$ cat config.mk
export PLATFORM = sky130hd
export DESIGN_NAME = ifvu_top
export DESIGN_NICKNAME = d
export VERILOG_FILES = /design/src/ifvu_pkg.sv /design/src/ifvu_arb_if.sv /design/src/ifvu_top.sv /design/src/ifvu_arbiter.sv /design/src/ifvu_ext_unit.sv
export SDC_FILE = /design/constraint.sdc
export NUM_CORES = 1
export LEC_CHECK = 0
export ABC_AREA = 1
export BUFFER_PORTS_ARGS = -buffer_cell sky130_fd_sc_hd__buf_2
export CAP_MARGIN = 5
export CORE_MARGIN = 8
export CORE_UTILIZATION = 53
export CTS_CLUSTER_DIAMETER = 80
export DETAILED_ROUTE_END_ITERATION = 7
export GPL_ROUTABILITY_DRIVEN = 0
export PLACE_DENSITY = 0.89
export SETUP_SLACK_MARGIN = 0.05
export SLEW_MARGIN = 20
export SYNTH_ARGS = -nofsm -noshare
export SYNTH_HDL_FRONTEND = slang
export SYNTH_SLANG_ARGS = --single-unit
$ cat constraint.sdc
create_clock -name clk_sys_i -period 19.1 [get_ports clk_sys_i]
set_clock_uncertainty 0.2 [all_clocks]
set_input_delay 3.82 -clock clk_sys_i [delete_from_list [all_inputs] [get_ports clk_sys_i]]
set_output_delay 3.82 -clock clk_sys_i [all_outputs]
set_load 0.05 [all_outputs]
$ cat src/ifvu_pkg.sv
// Shared constants and types of the interrupt flag and vector unit.
package ifvu_pkg;
  // Sources, numbered in polling order; index 0 wins among equal levels.
  localparam int NSRC      = 13;
  localparam int SRC_PSM   = 0;
  localparam int SRC_RTC   = 1;
  localparam int SRC_EN    = 2;
  localparam int SRC_WDT   = 3;
  localparam int SRC_TEMP  = 4;
  localparam int SRC_EXT0  = 5;
  localparam int SRC_T0    = 6;
  localparam int SRC_EXT1  = 7;
  localparam int SRC_T1    = 8;
  localparam int SRC_SPI   = 9;
  localparam int SRC_UART  = 10;
  localparam int SRC_T2    = 11;
  localparam int SRC_UART2 = 12;

  // Vector addresses, indexed by polling order.
  localparam int PC_W = 16;
  localparam logic [PC_W-1:0] VEC_ADDR [NSRC] = '{
    16'h0043, 16'h0053, 16'h004B, 16'h005B, 16'h0033, 16'h0003, 16'h000B,
    16'h0013, 16'h001B, 16'h003B, 16'h0023, 16'h002B, 16'h0063};

  // Flag bit positions inside the byte views.
  localparam int TIMER_CTRL_REG_EXT0_BIT = 1;
  localparam int TIMER_CTRL_REG_EXT1_BIT = 3;
  localparam int TIMER_CTRL_REG_T0_BIT   = 5;
  localparam int TIMER_CTRL_REG_T1_BIT   = 7;
  localparam int T2_OVF_BIT    = 7;
  localparam int T2_CAP_BIT    = 6;
  localparam int RTC_ALM_BIT   = 6;
  localparam int RTC_INT_BIT   = 2;
  localparam int ENERGY_BIT    = 7;
  localparam int POWER_BIT     = 6;
  localparam int WDT_BIT       = 2;

  // Latency limits, as times and as clock counts.
  localparam int CLK_PERIOD_NS = 25;
  localparam int LAT_MIN_NS    = 800;
  localparam int LAT_MAX_NS    = 4000;
  localparam int LAT_MIN_CYC   = (LAT_MIN_NS + CLK_PERIOD_NS - 1) / CLK_PERIOD_NS;
  localparam int LAT_MAX_CYC   = LAT_MAX_NS / CLK_PERIOD_NS;

  // Saved-PC stack, one entry per priority level.
  localparam int STK_D = 3;

  // Values after reset.
  localparam logic       FLAG_RST = 1'b0;
  localparam logic       PIN_RST  = 1'b1;
  localparam logic [7:0] LAT_RST  = 8'h00;
  localparam logic [1:0] SP_RST   = 2'h0;

  typedef enum logic [1:0] {LVL_NONE, LVL_LOW, LVL_HIGH, LVL_PSM} ifvu_lvl_t;
  typedef enum logic [1:0] {ST_IDLE, ST_PUSH, ST_LOAD} ifvu_state_t;
endpackage : ifvu_pkg

$ cat src/ifvu_arb_if.sv
// Request and winner signals between the controller and its arbiter.
`timescale 1ns/10ps
interface ifvu_arb_if;
  import ifvu_pkg::*;
  logic [NSRC-1:0] req;
  logic [NSRC-1:0] hi;
  ifvu_lvl_t       cur;
  logic            win_vld;
  logic [3:0]      win_idx;
  ifvu_lvl_t       win_lvl;
  modport ctrl (output req, hi, cur, input win_vld, win_idx, win_lvl);
  modport arb  (input req, hi, cur, output win_vld, win_idx, win_lvl);
endinterface : ifvu_arb_if

$ cat src/ifvu_top.sv
// Interrupt flags, arbitration, vectoring and PC save for the core.
`timescale 1ns/10ps
module ifvu_top import ifvu_pkg::*; (
  input  wire logic            clk_sys_i,          // System clock, 40 MHz.
  input  wire logic            resetn_i,           // Synchronous reset, active low.
  input  wire logic            ext_pin0_n_i,       // External pin 0, active low.
  input  wire logic            ext_pin1_n_i,       // External pin 1, active low.
  input  wire logic            ext0_edge_select_i, // Pin 0 falling-edge mode.
  input  wire logic            ext1_edge_select_i, // Pin 1 falling-edge mode.
  input  wire logic            core_shutdown_mode_i, // Core shut down.
  input  wire logic            ext0_wake_i,        // Wake event on pin 0.
  input  wire logic            ext1_wake_i,        // Wake event on pin 1.
  input  wire logic            timer0_ovf_i,       // Timer 0 overflow pulse.
  input  wire logic            timer1_ovf_i,       // Timer 1 overflow pulse.
  input  wire logic            timer2_ovf_i,       // Timer 2 overflow pulse.
  input  wire logic            timer2_cap_i,       // Timer 2 external pulse.
  input  wire logic            power_evt_i,        // Power supply event pulse.
  input  wire logic            energy_evt_i,       // Energy DSP event pulse.
  input  wire logic            rtc_alarm_i,        // RTC alarm pulse.
  input  wire logic            rtc_interval_i,     // RTC interval pulse.
  input  wire logic            watchdog_evt_i,     // Watchdog timeout pulse.
  input  wire logic            temp_evt_i,         // Temperature ADC pulse.
  input  wire logic            spi_i2c_evt_i,      // SPI/I2C pulse.
  input  wire logic            uart_send_done_i,   // UART send flag level.
  input  wire logic            uart_recv_full_i,   // UART receive flag level.
  input  wire logic            uart2_send_done_i,  // UART2 send flag level.
  input  wire logic            uart2_recv_full_i,  // UART2 receive flag level.
  input  wire logic [7:0]      timer_ctrl_clr_i,   // Clear mask, timer control.
  input  wire logic [7:0]      timer2_ctrl_clr_i,  // Clear mask, timer 2 control.
  input  wire logic [7:0]      rtc_ctrl_clr_i,     // Clear mask, RTC control.
  input  wire logic            energy_clr_i,       // Clear energy bit.
  input  wire logic            power_clr_i,        // Clear power flag.
  input  wire logic            watchdog_clr_i,     // Clear watchdog flag.
  input  wire logic            global_enable_i,    // Master enable.
  input  wire logic [NSRC-1:0] src_enable_i,       // Enables, polling order.
  input  wire logic [NSRC-1:0] src_prio_hi_i,      // High level, polling order.
  input  wire logic            inst_done_i,        // Instruction boundary pulse.
  input  wire logic            return_from_isr_i,  // Return instruction pulse.
  input  wire logic            prio_en_access_i,   // Enable or priority access.
  input  wire logic [PC_W-1:0] pc_i,               // Current program counter.
  output logic [7:0]           timer_ctrl_reg_o,   // Timer control flags.
  output logic [7:0]           timer2_ctrl_reg_o,  // Timer 2 control flags.
  output logic [7:0]           rtc_ctrl_reg_o,     // RTC control flags.
  output logic [7:0]           energy_status_low_o, // Energy status low byte.
  output logic [7:0]           power_flag_reg_o,   // Power flag byte.
  output logic [7:0]           watchdog_ctrl_reg_o, // Watchdog flag byte.
  output logic                 push_pc_o,          // PC saved this cycle.
  output logic                 load_pc_o,          // Load vector into PC.
  output logic [PC_W-1:0]      vec_addr_o,         // Vector address.
  output logic                 pop_pc_o,           // Restore PC this cycle.
  output logic [PC_W-1:0]      pc_ret_o,           // Restored PC.
  output logic [2:0]           in_service_o        // Active levels, low to PSM.
);
  ifvu_arb_if arb ();

  ifvu_state_t     state;
  logic [3:0]      idx_q;
  logic [7:0]      lat_cnt;
  logic            blocked;
  logic [1:0]      sp;
  logic [PC_W-1:0] stack [STK_D];
  logic [PC_W-1:0] top_pc;
  logic [NSRC-1:0] ack;
  logic [NSRC-1:0] raw;
  logic            go;
  logic t0f, t1f, t2ovf, t2cap, psf, enf, alm, itv, wdf;
  logic temp_pend, spi_pend;
  logic ext0_flag, ext1_flag, ext0_req, ext1_req;

  // Set wins over clear so an event in the clearing cycle is kept.
  function automatic logic upd(input logic f, input logic s, input logic c);
    upd = s | (f & ~c);
  endfunction : upd

  // One-hot acknowledge to the source whose vector is being loaded.
  assign ack = (state == ST_LOAD) ? (NSRC'(1) << idx_q) : '0;

  ifvu_ext_unit u_ext0 (
    .clk_sys_i  (clk_sys_i),
    .resetn_i   (resetn_i),
    .pin_n_i    (ext_pin0_n_i),
    .edge_sel_i (ext0_edge_select_i),
    .shutdown_i (core_shutdown_mode_i),
    .wake_i     (ext0_wake_i),
    .ack_i      (ack[SRC_EXT0]),
    .sw_clr_i   (timer_ctrl_clr_i[TIMER_CTRL_REG_EXT0_BIT]),
    .flag_o     (ext0_flag),
    .req_o      (ext0_req)
  );

  ifvu_ext_unit u_ext1 (
    .clk_sys_i  (clk_sys_i),
    .resetn_i   (resetn_i),
    .pin_n_i    (ext_pin1_n_i),
    .edge_sel_i (ext1_edge_select_i),
    .shutdown_i (core_shutdown_mode_i),
    .wake_i     (ext1_wake_i),
    .ack_i      (ack[SRC_EXT1]),
    .sw_clr_i   (timer_ctrl_clr_i[TIMER_CTRL_REG_EXT1_BIT]),
    .flag_o     (ext1_flag),
    .req_o      (ext1_req)
  );

  // Timer 0 and 1 flags; each vector serves one source, so it clears it.
  always_ff @(posedge clk_sys_i) begin
    if (!resetn_i) begin
      t0f <= FLAG_RST;
      t1f <= FLAG_RST;
    end else begin
      t0f <= upd(t0f, timer0_ovf_i, timer_ctrl_clr_i[TIMER_CTRL_REG_T0_BIT] | ack[SRC_T0]);
      t1f <= upd(t1f, timer1_ovf_i, timer_ctrl_clr_i[TIMER_CTRL_REG_T1_BIT] | ack[SRC_T1]);
    end
  end

  // Flags that vectoring leaves set; software must find and clear the cause itself.
  always_ff @(posedge clk_sys_i) begin
    if (!resetn_i) begin
      t2ovf <= FLAG_RST;
      t2cap <= FLAG_RST;
      psf   <= FLAG_RST;
      enf   <= FLAG_RST;
      wdf   <= FLAG_RST;
    end else begin
      t2ovf <= upd(t2ovf, timer2_ovf_i, timer2_ctrl_clr_i[T2_OVF_BIT]);
      t2cap <= upd(t2cap, timer2_cap_i, timer2_ctrl_clr_i[T2_CAP_BIT]);
      psf   <= upd(psf, power_evt_i, power_clr_i);
      enf   <= upd(enf, energy_evt_i, energy_clr_i);
      wdf   <= upd(wdf, watchdog_evt_i, watchdog_clr_i);
    end
  end

  always_ff @(posedge clk_sys_i) begin
    if (!resetn_i) begin
      alm <= FLAG_RST;
      itv <= FLAG_RST;
    end else begin
      alm <= upd(alm, rtc_alarm_i, rtc_ctrl_clr_i[RTC_ALM_BIT]);
      itv <= upd(itv, rtc_interval_i, rtc_ctrl_clr_i[RTC_INT_BIT]);
    end
  end

  // Hidden latches: no software path clears them, only entering the routine.
  always_ff @(posedge clk_sys_i) begin
    if (!resetn_i) begin
      temp_pend <= FLAG_RST;
      spi_pend  <= FLAG_RST;
    end else begin
      temp_pend <= upd(temp_pend, temp_evt_i, ack[SRC_TEMP]);
      spi_pend  <= upd(spi_pend, spi_i2c_evt_i, ack[SRC_SPI]);
    end
  end

  // Raw requests in polling order.
  always_comb begin
    raw            = '0;
    raw[SRC_PSM]   = psf;
    raw[SRC_RTC]   = alm | itv;
    raw[SRC_EN]    = enf;
    raw[SRC_WDT]   = wdf;
    raw[SRC_TEMP]  = temp_pend;
    raw[SRC_EXT0]  = ext0_req;
    raw[SRC_T0]    = t0f;
    raw[SRC_EXT1]  = ext1_req;
    raw[SRC_T1]    = t1f;
    raw[SRC_SPI]   = spi_pend;
    raw[SRC_UART]  = uart_send_done_i | uart_recv_full_i;
    raw[SRC_T2]    = t2ovf | t2cap;
    raw[SRC_UART2] = uart2_send_done_i | uart2_recv_full_i;
  end

  // Enabled requests and the running level go to the arbiter.
  assign arb.req = raw & src_enable_i & {NSRC{global_enable_i}};
  assign arb.hi  = src_prio_hi_i;
  assign arb.cur = in_service_o[2] ? LVL_PSM  :
                   in_service_o[1] ? LVL_HIGH :
                   in_service_o[0] ? LVL_LOW  : LVL_NONE;

  ifvu_arbiter u_arb (
    .bus (arb)
  );

  always_ff @(posedge clk_sys_i) begin
    if (!resetn_i) begin
      blocked <= FLAG_RST;
    end else if (return_from_isr_i || prio_en_access_i || state == ST_LOAD) begin
      blocked <= 1'b1;
    end else if (inst_done_i) begin
      blocked <= 1'b0;
    end
  end

  // Cycles a winner has waited; restarts whenever the winner goes away.
  // It stops at the maximum, so a return in the forcing cycle only defers the vector one clock.
  always_ff @(posedge clk_sys_i) begin
    if (!resetn_i) begin
      lat_cnt <= LAT_RST;
    end else if (state != ST_IDLE || !arb.win_vld) begin
      lat_cnt <= LAT_RST;
    end else if (lat_cnt < 8'(LAT_MAX_CYC)) begin
      lat_cnt <= lat_cnt + 8'h01;
    end
  end

  // forced at maximum
  // The maximum wins over the block; only a return in the same cycle still defers the vector.
  assign go = (state == ST_IDLE) && arb.win_vld && !return_from_isr_i &&
              (lat_cnt >= 8'(LAT_MIN_CYC)) &&
              ((inst_done_i && !blocked) || (lat_cnt >= 8'(LAT_MAX_CYC)));

  always_ff @(posedge clk_sys_i) begin
    if (!resetn_i) begin
      state      <= ST_IDLE;
      idx_q      <= 4'h0;
      push_pc_o  <= 1'b0;
      load_pc_o  <= 1'b0;
      vec_addr_o <= '0;
    end else begin
      case (state)
        ST_IDLE: begin
          if (go) begin
            state     <= ST_PUSH;
            idx_q     <= arb.win_idx;
            push_pc_o <= 1'b1;
          end
        end
        ST_PUSH: begin
          state      <= ST_LOAD;
          push_pc_o  <= 1'b0;
          load_pc_o  <= 1'b1;
          vec_addr_o <= VEC_ADDR[idx_q];
        end
        ST_LOAD: begin
          state     <= ST_IDLE;
          load_pc_o <= 1'b0;
        end
        default: begin
          state     <= ST_IDLE;
          push_pc_o <= 1'b0;
          load_pc_o <= 1'b0;
        end
      endcase
    end
  end

  for (genvar g = 0; g < STK_D; g++) begin : g_stack
    always_ff @(posedge clk_sys_i) begin
      if (!resetn_i) begin
        stack[g] <= '0;
      end else if (go && sp == 2'(g)) begin
        stack[g] <= pc_i;
      end
    end
  end

  assign top_pc = (sp == SP_RST) ? stack[0] : stack[sp - 2'h1];

  // Stack pointer, in-service levels and the return path.
  always_ff @(posedge clk_sys_i) begin
    if (!resetn_i) begin
      sp           <= SP_RST;
      in_service_o <= '0;
      pop_pc_o     <= 1'b0;
      pc_ret_o     <= '0;
    end else begin
      pop_pc_o <= 1'b0;
      if (go) begin
        sp <= sp + 2'h1;
        in_service_o[arb.win_lvl - LVL_LOW] <= 1'b1;
      end else if (return_from_isr_i && sp != SP_RST) begin
        sp       <= sp - 2'h1;
        pop_pc_o <= 1'b1;
        pc_ret_o <= top_pc;
        if (in_service_o[2]) begin
          in_service_o[2] <= 1'b0;
        end else if (in_service_o[1]) begin
          in_service_o[1] <= 1'b0;
        end else begin
          in_service_o[0] <= 1'b0;
        end
      end
    end
  end

  // Byte views of the flags; unused bits read as zero.
  always_comb begin
    timer_ctrl_reg_o                 = '0;
    timer_ctrl_reg_o[TIMER_CTRL_REG_EXT0_BIT]  = ext0_flag;
    timer_ctrl_reg_o[TIMER_CTRL_REG_EXT1_BIT]  = ext1_flag;
    timer_ctrl_reg_o[TIMER_CTRL_REG_T0_BIT]    = t0f;
    timer_ctrl_reg_o[TIMER_CTRL_REG_T1_BIT]    = t1f;
    timer2_ctrl_reg_o                = '0;
    timer2_ctrl_reg_o[T2_OVF_BIT]    = t2ovf;
    timer2_ctrl_reg_o[T2_CAP_BIT]    = t2cap;
    rtc_ctrl_reg_o                   = '0;
    rtc_ctrl_reg_o[RTC_ALM_BIT]      = alm;
    rtc_ctrl_reg_o[RTC_INT_BIT]      = itv;
    energy_status_low_o              = '0;
    energy_status_low_o[ENERGY_BIT]  = enf;
    power_flag_reg_o                 = '0;
    power_flag_reg_o[POWER_BIT]      = psf;
    watchdog_ctrl_reg_o              = '0;
    watchdog_ctrl_reg_o[WDT_BIT]     = wdf;
  end
endmodule : ifvu_top

$ cat src/ifvu_arbiter.sv
// Level and polling-order arbiter over all interrupt requests.
`timescale 1ns/10ps
module ifvu_arbiter import ifvu_pkg::*; (
  ifvu_arb_if.arb bus // Requests in, winner out.
);
  // Scan from lowest polling rank upward so the best rank wins ties.
  always_comb begin
    ifvu_lvl_t  lv;
    ifvu_lvl_t  best;
    logic [3:0] idx;
    lv   = LVL_NONE;
    best = LVL_NONE;
    idx  = 4'h0;
    for (int i = NSRC - 1; i >= 0; i--) begin
      lv = (i == SRC_PSM) ? LVL_PSM : (bus.hi[i] ? LVL_HIGH : LVL_LOW);
      if (bus.req[i] && (lv >= best)) begin
        best = lv;
        idx  = 4'(i);
      end
    end
    bus.win_lvl = best;
    bus.win_idx = idx;
    bus.win_vld = (best != LVL_NONE) && (best > bus.cur);
  end
endmodule : ifvu_arbiter

$ cat src/ifvu_ext_unit.sv
// External pin interrupt flag with edge or level trigger and wake pending.
`timescale 1ns/10ps
module ifvu_ext_unit import ifvu_pkg::*; (
  input  wire logic clk_sys_i,  // System clock.
  input  wire logic resetn_i,   // Synchronous reset, active low.
  input  wire logic pin_n_i,    // External pin, active low, asynchronous.
  input  wire logic edge_sel_i, // 1 selects falling edge, 0 low level.
  input  wire logic shutdown_i, // Core shut down.
  input  wire logic wake_i,     // Wake-up event pulse.
  input  wire logic ack_i,      // Vector taken for this source.
  input  wire logic sw_clr_i,   // Software clears the flag.
  output logic      flag_o,     // Request flag.
  output logic      req_o       // Request towards the arbiter.
);
  logic pin_meta;
  logic pin_sync;
  logic pin_prev;
  logic wake_pend;
  logic fall;

  // Two-stage synchroniser for the asynchronous pin.
  always_ff @(posedge clk_sys_i) begin
    if (!resetn_i) begin
      pin_meta <= PIN_RST;
      pin_sync <= PIN_RST;
    end else begin
      pin_meta <= pin_n_i;
      pin_sync <= pin_meta;
    end
  end

  // Previous sample, kept current even in shutdown so no stale edge fires.
  always_ff @(posedge clk_sys_i) begin
    if (!resetn_i) begin
      pin_prev <= PIN_RST;
    end else begin
      pin_prev <= pin_sync;
    end
  end

  assign fall = pin_prev & ~pin_sync;

  // Flag update; a new edge wins over a clear in the same cycle.
  always_ff @(posedge clk_sys_i) begin
    if (!resetn_i) begin
      flag_o <= FLAG_RST;
    end else if (shutdown_i) begin
      flag_o <= flag_o;
    end else if (edge_sel_i) begin
      flag_o <= fall | (flag_o & ~(ack_i | sw_clr_i));
    end else begin
      flag_o <= ~pin_sync;
    end
  end

  always_ff @(posedge clk_sys_i) begin
    if (!resetn_i) begin
      wake_pend <= FLAG_RST;
    end else begin
      wake_pend <= (wake_i & shutdown_i) | (wake_pend & ~ack_i);
    end
  end

  assign req_o = flag_o | wake_pend;
endmodule : ifvu_ext_unit

==> results.md <==
* First-pass GRT wire length at 24600 um
* Post-synth top area share at 0.227
* Clk root buf: clkbuf_16
* # setup viols final at 0
* Crit path from: global_enable_i
* Crit path max fanout at 26
* Number of synthesized flops with an enable pin at 48
* # IOs at 183
* Status: finished clean
* Setup TNS at 0 ns
* Hold_ws at 0.209 ns
* Syn avg cell area at around 8 um^2
* IO Port Bufs at 118
* Vias in the first global route at around 5400
* CP most frequent cell: nand2_1
* Pwr Density at 93.7 nW/um^2
* WP data required at 19.00 ns
* Asr flop ratio synth at 0
* Core region area at 11900 um^2
* Final Worst Setup Slack at 2.71 ns
* DP Worst Slack at about 2.4 ns
* Final nets at about 1000
* Post-synthesis compound-gate area fraction at 0.121
* Post_cts resized at 0
* Largest family of logic cells by synthesized area: simple AND/OR/NAND/NOR gates
* R2r startpoint: t2ovf
* Worst setup EP type: register
* Syn. warnings at 0
* Max Slew Vio Count at 0
* DR WL/cell at ~15 um
* Reg clk slew, reported paths at 0.05 ns
* Largest area contributor in the netlist: edfxtp_1
* Cts hold-fix bufs at 0
* CTS tree: built
* Gate Count Post-Synth at 785
* Met3 Use GR at 0.0476
* Fill cell count at roughly 1000
* Bufs on Longest Clock Path at 2
* Synth-to-Final Area Change at 15.6%
* Sequential cell area fraction in the yosys report at 0.431
* Chip Height at 126 um
* Slew margin rel. at 0.419
* GRT met2 Usage at 0.364
* Die area at 15800 um^2
* Overall routed net length at 15400 um
* Clock sinks at 113
* Synth area leaders: edfxtp_1 23%, dfxtp_1 20%, nor2_1 7.5%
* Max-cap viol count at 0
* Post-route minimum period at 16.39 ns
* Pin count of the biggest net entering global routing at 30
* Kind of critical path: in2reg
* DRT antenna net count at 0
* CP delay by family, top: simple AND/OR/NAND/NOR gates
* Hold WC Path Type: reg2reg
* Final hold violation count at 0
* Mux cell area share after synthesis at 0
* Max Fclk at 0.0610 GHz
* Die Wd at 126 um
* Gr busiest metal: met2
* Peak supply drop at between 60 and 70 uV
* Drt initial violations at roughly 280
* Count of buffer and inverter cells on the critical path at 16
* Post-CTS setup buffers at 0
* Final period util at 0.858
* H-tree Lvls at 4
* Crit-path max cell delay at 0.47 ns
* DR vias at 5401
* CP Launch Type: input pin
* Pleak at 3.53 nW
* Adder-cell area share of the yosys netlist at 0.0492
* PnR Total Power at 0.689 mW
* #FFs+latches synth at ~110
* Hpwl dp at about 11000 um
* Synth Flop Type: dfxtp_1
* Post-synthesis xor/xnor area fraction at 0.00551
* Synth Area in Simple Gates at 0.238
* Num rows at 40
* N_diodes at 0
* Slew of the pin with the lowest slew margin at just under 0.9 ns
* Total track usage at 0.192
* Worst skew pair latency at 0.41 ns
* Residual DRC at 0
* Grt ovf at 0
* Synth Cell Area at 6360 um^2
* RSZ-0062 raised after global routing: no
* Length of the first detailed-routing pass in iterations at 6
* Layout cells sized above 1 at 0.217
* Hold Startpoint: u_ext1.pin_meta
* Critical-path top delay cell: o21ai_1
* Cts bufs inserted at 17
* Vias per inst at 5.13
* Starting Density at 0.536
* Critical path arrival at 16.29 ns
* Unique cell type count in the Yosys netlist at 48
* Initial antenna violation count at 0
* Met1 GRT Util at 0.197
layout make-up:
class	instances	area (um^2)	area share
Clock inverter	14	135	0.0184
Tap cell	147	184	0.0250
Multi-Input combinational cell	526	2810	0.382
Timing Repair Buffer	123	628	0.0854
Inverter	112	425	0.0579
Sequential cell	113	2740	0.373
Clock buffer	18	429	0.0584
worst register-to-register path: cells and delay by family, from the launching register on:
family                     cells  cell delay (ns)
buffers and inverters         15             1.26
adders and majority gates     11             2.92
DFF                            1             0.32
and+or+nand+nor               47             5.06
AOI/OAI and AO/OA             11             2.35
flip-flops by register name, indices dropped and copies added (netlist names), 2 cells and up:
register,count
stack,48
pc_ret_o,16
lat_cnt,8
vec_addr_o,5
idx_q,4
in_service_o,3
sp,2
state,2
cells in the mapped netlist (all sizes together) (2+ instances only):
| cell | number |
|---|---|
| o21ai | 54 |
| nand3 | 39 |
| o211ai | 7 |
| o31ai | 2 |
| a21oi | 59 |
| nor3 | 8 |
| nor2 | 130 |
| edfxtp | 48 |
| nand4 | 10 |
| xor2 | 3 |
| buf | 65 |
| nor4 | 18 |
| nand2 | 101 |
| dfxtp | 65 |
| or2 | 4 |
| o22ai | 2 |
| a31oi | 6 |
| inv | 109 |
| clkinv | 3 |
| ha | 25 |
| clkbuf | 15 |
| a211oi | 2 |
placed cells by master, fill, tap and decap left out, types with 7 or more instances in the layout:
cell and count:
buf_2 118, nand3_1 30, o211ai_1 7, clkbuf_16 17, ha_1 25, nor4_2 7, a21oi_1 59, nor4_1 11
dfxtp_1 65, nand3_2 7, nand4_1 7, conb_1 47, nor3_1 8, nand2_1 90, edfxtp_1 48, nand2_2 8
nor2_1 127, o21ai_0 47, inv_1 106
metal layers:
layer	wire, um	vias to the layer above	share of wire
li1	-	2702	-
met1	6010	2510	0.39
met2	8190	167	0.53
met3	927	22	0.060
met4	231	0	0.015
met5	0	-	0
cells by family after synthesis:
logic type	after synthesis
other cells	1
simple gates	312
fa+ha+maj	25
buf+inv	192
xor+xnor	4
compound gates	138
flops	113
path summary, 6_finish.rpt:
path / slack [ns] / cells past startpoint / end
max: 2.71 / 88 / stack[1][12]
min: 0.21 / 1 / u_ext1.pin_sync
max reg2reg: 6.65 / 84 / stack[1][12]
min reg2reg: 0.21 / 1 / u_ext1.pin_sync
where the power goes:
group          internal (mW)  switching [mW]
logic                 0.0330          0.0914
registers              0.261         0.00570
clock network          0.180           0.117
metrics by stage:
step	cells	util	area [um^2]
after floorplan	831	-	6530
final	1053	0.620	7350
after global placement	1021	0.572	6790
after CTS	1053	0.620	7350
after detailed placement	1021	0.572	6790
after global routing	1053	0.620	7350
Power figures use the tool's default switching activity.
